$ cat config.mk
export PLATFORM = sky130hd
export DESIGN_NAME = afs_pin_select
export DESIGN_NICKNAME = d
export VERILOG_FILES = /design/src/afs_pkg.sv /design/src/afs_pin_select.sv /design/src/afs_pin_route.sv
export VERILOG_INCLUDE_DIRS = /design/src /design/src/src
export SDC_FILE = /design/constraint.sdc
export NUM_CORES = 1
export LEC_CHECK = 0
export ABC_CLOCK_PERIOD_IN_PS = 2600
export BUFFER_PORTS_ARGS = -buffer_cell sky130_fd_sc_hd__buf_2
export CAP_MARGIN = 40
export CORE_UTILIZATION = 55
export CTS_CLUSTER_SIZE = 24
export DETAILED_ROUTE_END_ITERATION = 16
export PLACE_DENSITY = 0.8
export SETUP_SLACK_MARGIN = 0.1
export SLEW_MARGIN = 0
export SYNTH_ARGS = -nofsm -noshare
export SYNTH_HDL_FRONTEND = slang
export SYNTH_HIERARCHICAL = 1
export SYNTH_SLANG_ARGS = --single-unit
$ cat constraint.sdc
create_clock -name clock -period 2.6 [get_ports clock]
set_clock_uncertainty 0.15 [all_clocks]
set_input_delay 0.13 -clock clock [delete_from_list [all_inputs] [get_ports clock]]
set_output_delay 0.13 -clock clock [all_outputs]
set_load 0.05 [all_outputs]
$ cat src/afs_consts.svh
`ifndef AFS_CONSTS_SVH
`define AFS_CONSTS_SVH

// Configuration index values of the two select registers
`define AFS_IDX_SEL9 8'h4c
`define AFS_IDX_SEL10 8'h4d

// Reset values of index and select registers
`define AFS_SEL_RESET 8'h00
`define AFS_IDX_RESET 8'h00

// Read value for an index this block does not own
`define AFS_RD_NONE 8'h00

// Pads float and serial inputs sit idle high until the first enabled cycle
`define AFS_PIN_IDLE 8'hff
`define AFS_SER_IDLE 5'h1f
`define AFS_PAD_RESET 8'h00

// Bit position of the low bit of each pin's field inside its register
`define AFS_FIELD_POS0 0
`define AFS_FIELD_POS1 2
`define AFS_FIELD_POS2 4
`define AFS_FIELD_POS3 6

`endif

$ cat src/afs_pkg.sv
package afs_pkg;

  // Two-bit field code: only 01 picks the serial function
  typedef enum logic [1:0] {
    AFS_GPIO = 2'h0,
    AFS_ALT = 2'h1,
    AFS_RSV2 = 2'h2,
    AFS_RSV3 = 2'h3
  } afs_code_t;

  typedef logic [7:0] afs_byte_t;

  // Pin p (0..7) of port 5; fields of pins 0-3 in the low register, 4-7 in the high
  function automatic logic afs_is_alt(input afs_byte_t low_sel, input afs_byte_t high_sel,
                                      input int unsigned p);
    afs_byte_t r;
    logic [1:0] f;
    r = (p < 4) ? low_sel : high_sel;
    f = r[2 * (p % 4) +: 2];
    return afs_code_t'(f) == AFS_ALT;
  endfunction

endpackage

$ cat src/afs_pin_select.sv
`timescale 1ns/10ps
`include "afs_consts.svh"

module afs_pin_select (
  input wire logic clock,
  input wire logic clk_en,
  input wire logic sys_rst,
  input wire logic cfg_state,
  input wire logic idx_wr,
  input wire logic data_wr,
  input wire logic data_rd,
  input wire afs_pkg::afs_byte_t wr_data,
  output afs_pkg::afs_byte_t rd_data,
  output logic rd_valid,
  output logic rd_hit,
  input wire logic [7:0] gpio_out,
  input wire logic [7:0] gpio_oe,
  output logic [7:0] gpio_in,
  input wire logic [7:0] pad_in,
  output logic [7:0] pad_out,
  output logic [7:0] pad_oe,
  input wire logic transmit_data_second_or_ir_out,
  input wire logic request_to_send_second_port_n,
  input wire logic terminal_ready_second_port_n,
  output logic ring_indicator_second_port_n,
  output logic carrier_detect_second_port_n,
  output logic receive_data_second_or_ir_in,
  output logic data_set_ready_second_port_n,
  output logic clear_to_send_second_port_n
);
  import afs_pkg::*;

  ////////////////////////////////////////////////////////////////////////////
  // Configuration registers

  afs_byte_t idx_reg, idx_next;
  afs_byte_t sel9_reg, sel9_next;
  afs_byte_t sel10_reg, sel10_next;
  afs_byte_t rd_data_reg, rd_data_next;
  logic rd_valid_reg, rd_valid_next;
  logic rd_hit_reg, rd_hit_next;
  logic hit9, hit10;

  // Data access uses the index held before this cycle, so an index write in
  // the same cycle only affects later data accesses
  always_comb begin
    hit9 = cfg_state && (idx_reg == `AFS_IDX_SEL9);
    hit10 = cfg_state && (idx_reg == `AFS_IDX_SEL10);
    idx_next = (cfg_state && idx_wr) ? wr_data : idx_reg;
    // Full byte stored, reserved codes included
    sel9_next = (hit9 && data_wr) ? wr_data : sel9_reg;
    sel10_next = (hit10 && data_wr) ? wr_data : sel10_reg;
    rd_valid_next = cfg_state && data_rd;
    rd_hit_next = data_rd && (hit9 || hit10);
    if (data_rd && hit9) begin
      rd_data_next = sel9_reg;
    end else if (data_rd && hit10) begin
      rd_data_next = sel10_reg;
    end else begin
      rd_data_next = `AFS_RD_NONE;
    end
  end

  // Reset acts even with the clock enable low, so a stalled block still
  // comes up with every pin on GPIO
  always_ff @(posedge clock) begin
    if (sys_rst) begin
      idx_reg <= `AFS_IDX_RESET;
      sel9_reg <= `AFS_SEL_RESET;
      sel10_reg <= `AFS_SEL_RESET;
      rd_data_reg <= `AFS_RD_NONE;
      rd_valid_reg <= 1'b0;
      rd_hit_reg <= 1'b0;
    end else if (clk_en) begin
      idx_reg <= idx_next;
      sel9_reg <= sel9_next;
      sel10_reg <= sel10_next;
      rd_data_reg <= rd_data_next;
      rd_valid_reg <= rd_valid_next;
      rd_hit_reg <= rd_hit_next;
    end
  end

  assign rd_data = rd_data_reg;
  assign rd_valid = rd_valid_reg;
  assign rd_hit = rd_hit_reg;

  ////////////////////////////////////////////////////////////////////////////
  // Pad input synchroniser: a change counts once stages two and three agree

  logic [7:0] sync1_reg, sync2_reg, sync3_reg, pad_lvl_reg;
  logic [7:0] pad_lvl_next;

  always_comb begin
    pad_lvl_next = pad_lvl_reg;
    for (int p = 0; p < 8; p++) begin
      if (sync2_reg[p] == sync3_reg[p]) begin
        pad_lvl_next[p] = sync3_reg[p];
      end
    end
  end

  always_ff @(posedge clock) begin
    if (sys_rst) begin
      sync1_reg <= `AFS_PIN_IDLE;
      sync2_reg <= `AFS_PIN_IDLE;
      sync3_reg <= `AFS_PIN_IDLE;
      pad_lvl_reg <= `AFS_PIN_IDLE;
    end else if (clk_en) begin
      sync1_reg <= pad_in;
      sync2_reg <= sync1_reg;
      sync3_reg <= sync2_reg;
      pad_lvl_reg <= pad_lvl_next;
    end
  end

  ////////////////////////////////////////////////////////////////////////////
  // Pin steering, registered so every output leaves a flip-flop

  logic [7:0] route_out, route_oe;
  logic ri_c, dcd_c, rxd_c, dsr_c, cts_c;
  logic [7:0] pad_out_reg, pad_oe_reg, gpio_in_reg;
  logic ri_reg, dcd_reg, rxd_reg, dsr_reg, cts_reg;

  afs_pin_route u_route (
    .low_sel(sel9_reg),
    .high_sel(sel10_reg),
    .gpio_out(gpio_out),
    .gpio_oe(gpio_oe),
    .pad_level(pad_lvl_reg),
    .transmit_data_second_or_ir_out(transmit_data_second_or_ir_out),
    .request_to_send_second_port_n(request_to_send_second_port_n),
    .terminal_ready_second_port_n(terminal_ready_second_port_n),
    .pad_out(route_out),
    .pad_oe(route_oe),
    .ring_indicator_second_port_n(ri_c),
    .carrier_detect_second_port_n(dcd_c),
    .receive_data_second_or_ir_in(rxd_c),
    .data_set_ready_second_port_n(dsr_c),
    .clear_to_send_second_port_n(cts_c)
  );

  // GPIO input keeps seeing the pad in every mode; direction is the host's job on GPIO pins, fixed by the route on serial pins
  always_ff @(posedge clock) begin
    if (sys_rst) begin
      pad_out_reg <= `AFS_PAD_RESET;
      pad_oe_reg <= `AFS_PAD_RESET;
      gpio_in_reg <= `AFS_PIN_IDLE;
      {ri_reg, dcd_reg, rxd_reg, dsr_reg, cts_reg} <= `AFS_SER_IDLE;
    end else if (clk_en) begin
      pad_out_reg <= route_out;
      pad_oe_reg <= route_oe;
      gpio_in_reg <= pad_lvl_reg;
      {ri_reg, dcd_reg, rxd_reg, dsr_reg, cts_reg} <= {ri_c, dcd_c, rxd_c, dsr_c, cts_c};
    end
  end

  assign pad_out = pad_out_reg;
  assign pad_oe = pad_oe_reg;
  assign gpio_in = gpio_in_reg;
  assign ring_indicator_second_port_n = ri_reg;
  assign carrier_detect_second_port_n = dcd_reg;
  assign receive_data_second_or_ir_in = rxd_reg;
  assign data_set_ready_second_port_n = dsr_reg;
  assign clear_to_send_second_port_n = cts_reg;
endmodule

$ cat src/afs_pin_route.sv
`timescale 1ns/10ps
// Combinational steering between GPIO logic, second serial port and the pads
module afs_pin_route (
  input wire afs_pkg::afs_byte_t low_sel,
  input wire afs_pkg::afs_byte_t high_sel,
  input wire logic [7:0] gpio_out,
  input wire logic [7:0] gpio_oe,
  input wire logic [7:0] pad_level,
  input wire logic transmit_data_second_or_ir_out,
  input wire logic request_to_send_second_port_n,
  input wire logic terminal_ready_second_port_n,
  output logic [7:0] pad_out,
  output logic [7:0] pad_oe,
  output logic ring_indicator_second_port_n,
  output logic carrier_detect_second_port_n,
  output logic receive_data_second_or_ir_in,
  output logic data_set_ready_second_port_n,
  output logic clear_to_send_second_port_n
);
  import afs_pkg::*;

  logic [7:0] alt;
  logic [7:0] uart_drv;

  always_comb begin
    for (int p = 0; p < 8; p++) begin
      alt[p] = afs_is_alt(low_sel, high_sel, p);
    end
    uart_drv = 8'h00;
    uart_drv[3] = transmit_data_second_or_ir_out;
    uart_drv[5] = request_to_send_second_port_n;
    uart_drv[7] = terminal_ready_second_port_n;
  end

  always_comb begin
    for (int p = 0; p < 8; p++) begin
      // Reserved codes fall through to GPIO, same as 00
      pad_out[p] = alt[p] ? uart_drv[p] : gpio_out[p];
    end
    // Serial outputs sit on pins 3, 5, 7; serial inputs never drive the pad
    pad_oe = (gpio_oe & ~alt) | (alt & 8'ha8);
    // Unselected serial inputs rest at their idle high level
    ring_indicator_second_port_n = alt[0] ? pad_level[0] : 1'b1;
    carrier_detect_second_port_n = alt[1] ? pad_level[1] : 1'b1;
    receive_data_second_or_ir_in = alt[2] ? pad_level[2] : 1'b1;
    data_set_ready_second_port_n = alt[4] ? pad_level[4] : 1'b1;
    clear_to_send_second_port_n = alt[6] ? pad_level[6] : 1'b1;
  end

endmodule

==> summary.md, run 1 <==
| Metric | Value |
|---|---|
| Crit Path Class | reg2reg |
| RR Startpoint | sel9_reg[6] |
| Synth warnings | 6 |
| Mux share of post-synthesis cell area | 0.111 |
| Gr ovfl total | 0 |
| Die Span Y | between 80 and 90 µm |
| Final setup viols | 0 |
| Gate count after technology mapping | around 410 |
| Via count | approximately 3200 |
| Die Area | about 7600 µm² |
| Number of synthesized register bits | 95 |
| Post-synthesis cell type count | 36 |
| Failing checks | hold timing |
| Dpl hpwl | 5580 µm |
| Final Cycle Share | 0.730 |
| Io pins | 81 |
| Number of setup buffers added after CTS | 0 |
| DR WL met3 | 443 µm |
| PwrDens | 576 nW/µm² |
| Max VDD drop | 0.348 mV |
| Global Route Usage Sum | 0.248 |
| Root buffer cell | clkbuf_8 |
| Synth area leader | dfxtp_1 |
| RSZ-0062 raised after global routing | no |
| Cts hold-fix bufs | 33 |
| Hold Crit Class | in2reg |
| Reg-to-reg slack, setup | 700 ps |
| Clock sinks | 95 |
| Final Util | 0.716 |
| Status | finished, violations left |
| Critical Path Source Type | flip-flop |
| Design area | 4940 µm² |
| Ys async rst share | 0 |
| Port buffer count | 80 |
| Routed wire length | 8800 µm |
| Clock slew at reported path FFs | 90 ps |
| Drc violations | 0 |
| Max Clk Rate | 0.527 GHz |
| Area delta synth->final | 23.1% |
| CTS tree | built |
| Max Slew Vio Count | 0 |
| Post-route minimum period | 1900 ps |
| Sequential area share after synthesis | 0.474 |
| Synthesized area per cell | 9.92 µm² |
| Pre-CTS setup slack | 762 ps |
| Pleak | 0.00215 µW |
| Mapped Area | 4020 µm² |
| CP required | 2670 ps |
| Cts repair resizes | 0 |
| Max cap viols | 0 |
| Core box area | 6910 µm² |
| Iter 0 DRT Violations | 209 |
| Top layer in use | met4 |
| Reg2Reg Depth | 5 |
| Largest net degree at the start of global routing | 97 |
| Main combinational cell family by area after synthesis | simple AND/OR/NAND/NOR gates |
| Dpl cell area | 4430 µm² |
| Hold Path Sink | pad_out[5] |
| Main flop type after synthesis | dfxtp_1 |
| Post-synth EDFFs | 0 |
| XOR/XNOR share of the synthesized area | 0 |
| Crit path capture type | flip-flop |
| CTS HTree Levels | 3 |
| Syn Nets | ~450 |
| Global-route wire length before repair | 14500 µm |
| Compound-Gate Fraction of Synth Area | 0.158 |
| Simple logic cell fraction of the synthesized area | 0.213 |
| Nets | about 550 |
| Critical Path AT | 1970 ps |
| Most instantiated library cell after synthesis | dfxtp_1 |
| Vias in the first global route | 3030 |
| Worst hold margin | -3.98 ps |
| Worst Tran Pin Value | 662 ps |
| Initial antenna violation count | 0 |
| Initial Utilization | 0.582 |
| CTS Buf Count | 9 |
| GP Congestion | 0.859 |
| Post-DR wirelength/cell | 14.6 µm |
| Pre-antenna DRT Iters | 4 |
| Die width | 87.5 µm |
| Setup_tns | 0 ps |
| CP max FO | 3 |
| Worst Setup Slack, final | roughly 700 ps |
| Clock Path Buffers | 2 |
| Reg2reg end | pad_out[3] |
| Slew HR | 0.558 |
| M1 wire length | 4090 µm |
| WHS Path Cells | 4 |
| Met2 routed WL | 4190 µm |
| Synth area leaders | dfxtp_1 (47%), mux2i_1 (10%), a211o_1 (6.3%), nor2b_1 (4.7%), a21oi_1 (4.2%) |
| Crit path launch | sel9_reg[6] |
| Number of vias per cell | ~5.3 |
| Floorplan row count | 30 |
| Commonest cells post-synth | dfxtp_1 (95), mux2i_1 (40), a21oi_1 (34) |
| Antenna Cells | 0 |
| HP Start | request_to_send_second_port_n |
| Post-route ant nets | 0 |
| Share of layout cells above drive strength 1 | 0.243 |
| Endpoints failing hold | 1 |
| Post-synth top area share | 0.474 |
| Post-synthesis adder-cell area fraction | 0 |
| Worst-Skew Late Latency | around 350 ps |
## critical path, cell delays in order (launching register included)
cell and delay (ps):
dfxtp_1 390, nor2b_4 190, mux2_4 300, dlygate4sd3_1 550
mux2i_1 140, nor2_1 50
## layout make-up
cell class	instances	area (µm²)
clock buffers	10	128
fillers	551	1960
inverters	8	30.0
well taps	96	120
repair buffers	116	768
flip-flops and latches	95	1900
clock inverters	5	60.1
multi-input cells	273	1940
## cell families (layout without fill, tap and decap cells)
family	Yosys count	in the layout
simple gates	135	135
buf+inv	37	139
flops	95	95
mux	43	43
compound gates	95	95
## metrics by stage
step,instances,power (µW)
2_1_floorplan,405,1820
3_3_place_gp,555,1900
3_5_place_dp,555,1910
4_1_cts,603,2870
5_1_grt,603,2970
6_report,603,2850
## routing by layer
metal	vias to the layer above	track usage
met2	94	0.401
met1	1469	0.328
met5	-	0
li1	1615	-
met3	8	0.0588
met4	0	0.0745
## worst max path at each step
stage	to	slack, ps	cells past startpoint
2_1_floorplan	rd_data[0]	1080	4
3_3_place_gp	rd_data[1]	800	3
3_5_place_dp	rd_data[1]	760	3
4_1_cts	rd_data[1]	720	3
5_1_grt	pad_out[3]	620	5
6_report	pad_out[3]	700	5
## cell usage in the layout, fill, tap and decap left out, types with 3 or more instances in the layout
| cell type | Yosys | final |
|---|---|---|
| o21bai_1 | 8 | 8 |
| or2_2 | 8 | 8 |
| inv_1 | 8 | 8 |
| mux2_4 | 3 | 3 |
| mux2i_1 | 40 | 40 |
| nor2_1 | 25 | 25 |
| nor2b_1 | 30 | 30 |
| o21ai_0 | 8 | 8 |
| o31ai_1 | 8 | 8 |
| a21oi_1 | 34 | 34 |
| buf_4 | 1 | 3 |
| buf_2 | 5 | 79 |
| nand4_1 | 8 | 8 |
| dlygate4sd3_1 | 0 | 33 |
| and2_1 | 10 | 10 |
| clkbuf_8 | 0 | 9 |
| o21ai_1 | 6 | 6 |
| dfxtp_1 | 95 | 95 |
| nor2b_4 | 3 | 3 |
| a211o_1 | 29 | 29 |
| nand2b_1 | 26 | 26 |
| nand2b_4 | 5 | 5 |
| nand2_1 | 8 | 8 |
## power breakdown
group / internal (µW) / switching, µW
registers: 1510 / 33.6
clock network: 441 / 493
logic: 156 / 214
total: 2110 / 741
(Power assumes the default switching activity.)
==> run 2, diff against run 1 <==
ABC_AREA = 1   (was default)
ABC_CLOCK_PERIOD_IN_PS = 1650   (was 2600)
CORE_UTILIZATION = 49   (was 55)
PLACE_DENSITY = 0.75   (was 0.8)
clock period = 1.65 ns   (was 2.6 ns; I/O delays follow)
==> summary.md, run 2 <==
| Metric | Value |
|---|---|
| CP required | 1820 ps (-850 ps) |
| Iter 0 DRT Violations | 281 (+34%) |
| Max VDD drop | 0.524 mV (+51%) |
| Post-route insts no fill | 753 (+25%) |
| Routed wire length | 9610 µm (+9.2%) |
| Endpoints failing hold | 0 (-1) |
| Most instantiated library cell after synthesis | nand2_1 |
| GRT Max-Usage Layer | met2 |
| Inst Count DP | 699 (+26%) |
| CTS Buf Count | 9 (unchanged) |
| Die width | 91.4 µm (+4.6%) |
| Core box area | 7730 µm² (+12%) |
| Post-route minimum period | 1450 ps (-447 ps) |
| CP max FO | 8 (+5) |
| Vias in the first global route | 3487 (+15%) |
| Largest net degree at the start of global routing | 45 (-54%) |
| Crit path capture type | flip-flop |
| Number of vias per cell | 4.97 (-6.0%) |
| Commonest cells post-synth | nand2_1 (117), dfxtp_1 (95), nor2_1 (84) |
| Crit Path Class | reg2reg |
| Layout fillers | 677 (+23%) |
| Synth area leader | dfxtp_1 |
| Main flop type after synthesis | dfxtp_1 |
| Post-route ant nets | 0 (unchanged) |
| Reg-to-reg slack, setup | 200 ps (-500 ps) |
| Mapped Area | 3920 µm² (-2.4%) |
| Sequential area share after synthesis | 0.485 (+0.0116) |
| Global-route wire length before repair | 16300 µm (+12%) |
| Gr ovfl total | 0 (unchanged) |
| Initial Utilization | 0.507 (-0.0742) |
| Share of layout cells above drive strength 1 | 0.189 (-0.0537) |
| Met3 GRT Util | 0.0427 (-0.0161) |
| Critical Path Source Type | flip-flop |
| RR Startpoint | idx_reg[4] |
| Drc violations | 0 (unchanged) |
| Synth area leaders | dfxtp_1 (49%), nand2_1 (11%), nor2_1 (8.0%), nand3_1 (7.1%), inv_1 (5.1%) |
| Final setup viols | 0 (unchanged) |
| Port buffer count | 80 (unchanged) |
| Critical Path AT | 1620 ps (-350 ps) |
| Post-synthesis cell type count | 23 (-36%) |
| Crit-path cells | nor2_2 -> nand2_2 -> nor2_2 -> nand4_1 -> nand3_1 -> nand2_1 -> inv_1 |
| Root buffer cell | clkbuf_8 |
| Worst-Skew Late Latency | 370 ps (+20 ps) |
| Synthesized area per cell | 7.26 µm² (-27%) |
| Hold Path Sink | rd_data[3] |
| Max stage delay on crit path | 330 ps (-220 ps) |
| Initial antenna violation count | 0 (unchanged) |
| Syn Nets | 582 (+30%) |
| GR Util met2 | 0.393 (-0.00842) |
| Post-synth top area share | 0.485 (+0.0116) |
| Status | finished clean |
| Floorplan row count | 32 (+6.7%) |
| Gate count after technology mapping | 540 (+33%) |
| Max Slew Vio Count | 0 (unchanged) |
| Clock sinks | 95 (unchanged) |
| Hold Crit Class | in2reg |
| Dpl cell area | 4390 µm² (-0.82%) |
| Slew HR | 0.635 (+0.0763) |
| RSZ-0062 raised after global routing | yes |
| Crit-path leading delay family | simple AND/OR/NAND/NOR gates |
| Io pins | 81 (unchanged) |
| Commonest non-fill, non-tap cells in the layout | nand2_1 (117), dfxtp_1 (95), nor2_1 (84) |
| Setup_tns | 0 ps (unchanged) |
| Worst-path cell with the longest stage delay | dfxtp_1 |
| Post-synth EDFFs | 0 (unchanged) |
| Clock slew at reported path FFs | 90 ps (about the same) |
| Ys async rst share | 0 (unchanged) |
| Design area | 4990 µm² (+0.99%) |
| Nets | 688 (+26%) |
| Max Clk Rate | 0.689 GHz (+31%) |
| Reg2reg end | rd_data[0] |
| Antenna Cells | 0 (unchanged) |
| CP most frequent cell | nor2_2 |
| Post-DR wirelength/cell | 12.8 µm (-13%) |
| Area delta synth->final | 27.4% |
| Critical path buffers and inverters | 1 (unchanged) |
| Worst hold margin | 83.1 ps (+87.1 ps) |
| Clock Path Buffers | 2 (unchanged) |
| Worst Tran Pin Value | 547 ps (-115 ps) |
| Met1 usage | 0.325 (-0.00323) |
| Die Span Y | 91.4 µm (+4.6%) |
| Pleak | 0.00240 µW (+12%) |
| Max cap viols | 0 (unchanged) |
| Most common cell after layout, fill and taps aside | nand2_1 |
| CTS tree | built |
| CTS HTree Levels | 3 (unchanged) |
| Pre-antenna DRT Iters | 5 (+1) |
| GP Congestion | 0.794 (-7.6%) |
| Synth warnings | 6 (unchanged) |
| Number of synthesized register bits | 95 (unchanged) |
| WHS Path Cells | 5 (+1) |
| HP Start | data_rd |
| Die Area | 8360 µm² (+9.3%) |
| Via count | 3739 (+17%) |
| PwrDens | 964 nW/µm² (+67%) |
| Dpl hpwl | 6200 µm (+11%) |
| Reg2Reg Depth | 7 (+2) |
| Global Route Usage Sum | 0.245 (-0.00232) |
| Final Cycle Share | 0.880 (+0.150) |
| Pwr Total | 4810 µW (+69%) |
run 2: area by class of cell:
type | count | area [µm²] | area share
Inverter | 57 | 215 | 0.0431
Clock buffer | 10 | 138 | 0.0276
Timing Repair Buffer | 124 | 848 | 0.170
Sequential cell | 95 | 1900 | 0.381
Multi-Input combinational cell | 359 | 1690 | 0.338
Clock inverter | 6 | 76.3 | 0.0153
Tap cell | 102 | 128 | 0.0256
run 2: layer usage:
| layer | share of wire | wire length [µm] | vias to the layer above |
|---|---|---|---|
| li1 | - | - | 1946 |
| met1 | 0.47 | 4550 | 1664 |
| met2 | 0.45 | 4330 | 112 |
| met3 | 0.056 | 536 | 17 |
| met4 | 0.020 | 192 | 0 |
| met5 | 0 | 0 | - |
run 2: timing repair:
item / 4_1_cts / 5_1_grt
endpoints found under the hold margin: 58 / 0
setup endpoints to repair: 0 / 11
setup buffers: 0 / 0
hold buffers: 37 / 0
resized for setup: 0 / 2
run 2: worst max path at each step:
stage,startpoint,to,slack (ps),cells past startpoint
5_1_grt,idx_reg[6],rd_data[0],80,8
3_5_place_dp,idx_reg[2],sel10_reg[1],200,5
3_3_place_gp,idx_reg[4],sel10_reg[0],220,6
6_report,idx_reg[4],rd_data[0],200,7
4_1_cts,idx_reg[6],sel10_reg[0],190,7
2_1_floorplan,idx_reg[6],sel10_reg[0],300,8
run 2: metrics by stage:
stage	utilization	setup WS (ps)
after detailed placement	0.568	204
after CTS	0.644	185
final	0.646	198
after global placement	0.568	218
after global routing	0.646	79.6
after floorplan	-	303
run 2: cell families (layout without fill, tap and decap cells):
family                 Yosys count  in the layout  synth area share
flip-flops                      95             95             0.485
AND/OR/NAND/NOR                291            292             0.328
buffers and inverters           87            197            0.0894
AO/OA/AOI/OAI                   67             67            0.0970
run 2: worst register-to-register path, delay by kind of cell, from the launching register on:
kind | cells | cell delay (ps)
DFF | 1 | 330
and+or+nand+nor | 6 | 890
buffers and inverters | 1 | 50
run 2: where the power goes:
part,total (µW),switching [µW],internal (µW)
Sequential,2470,63.2,2400
Clock,1640,870,769
Combinational,708,463,244
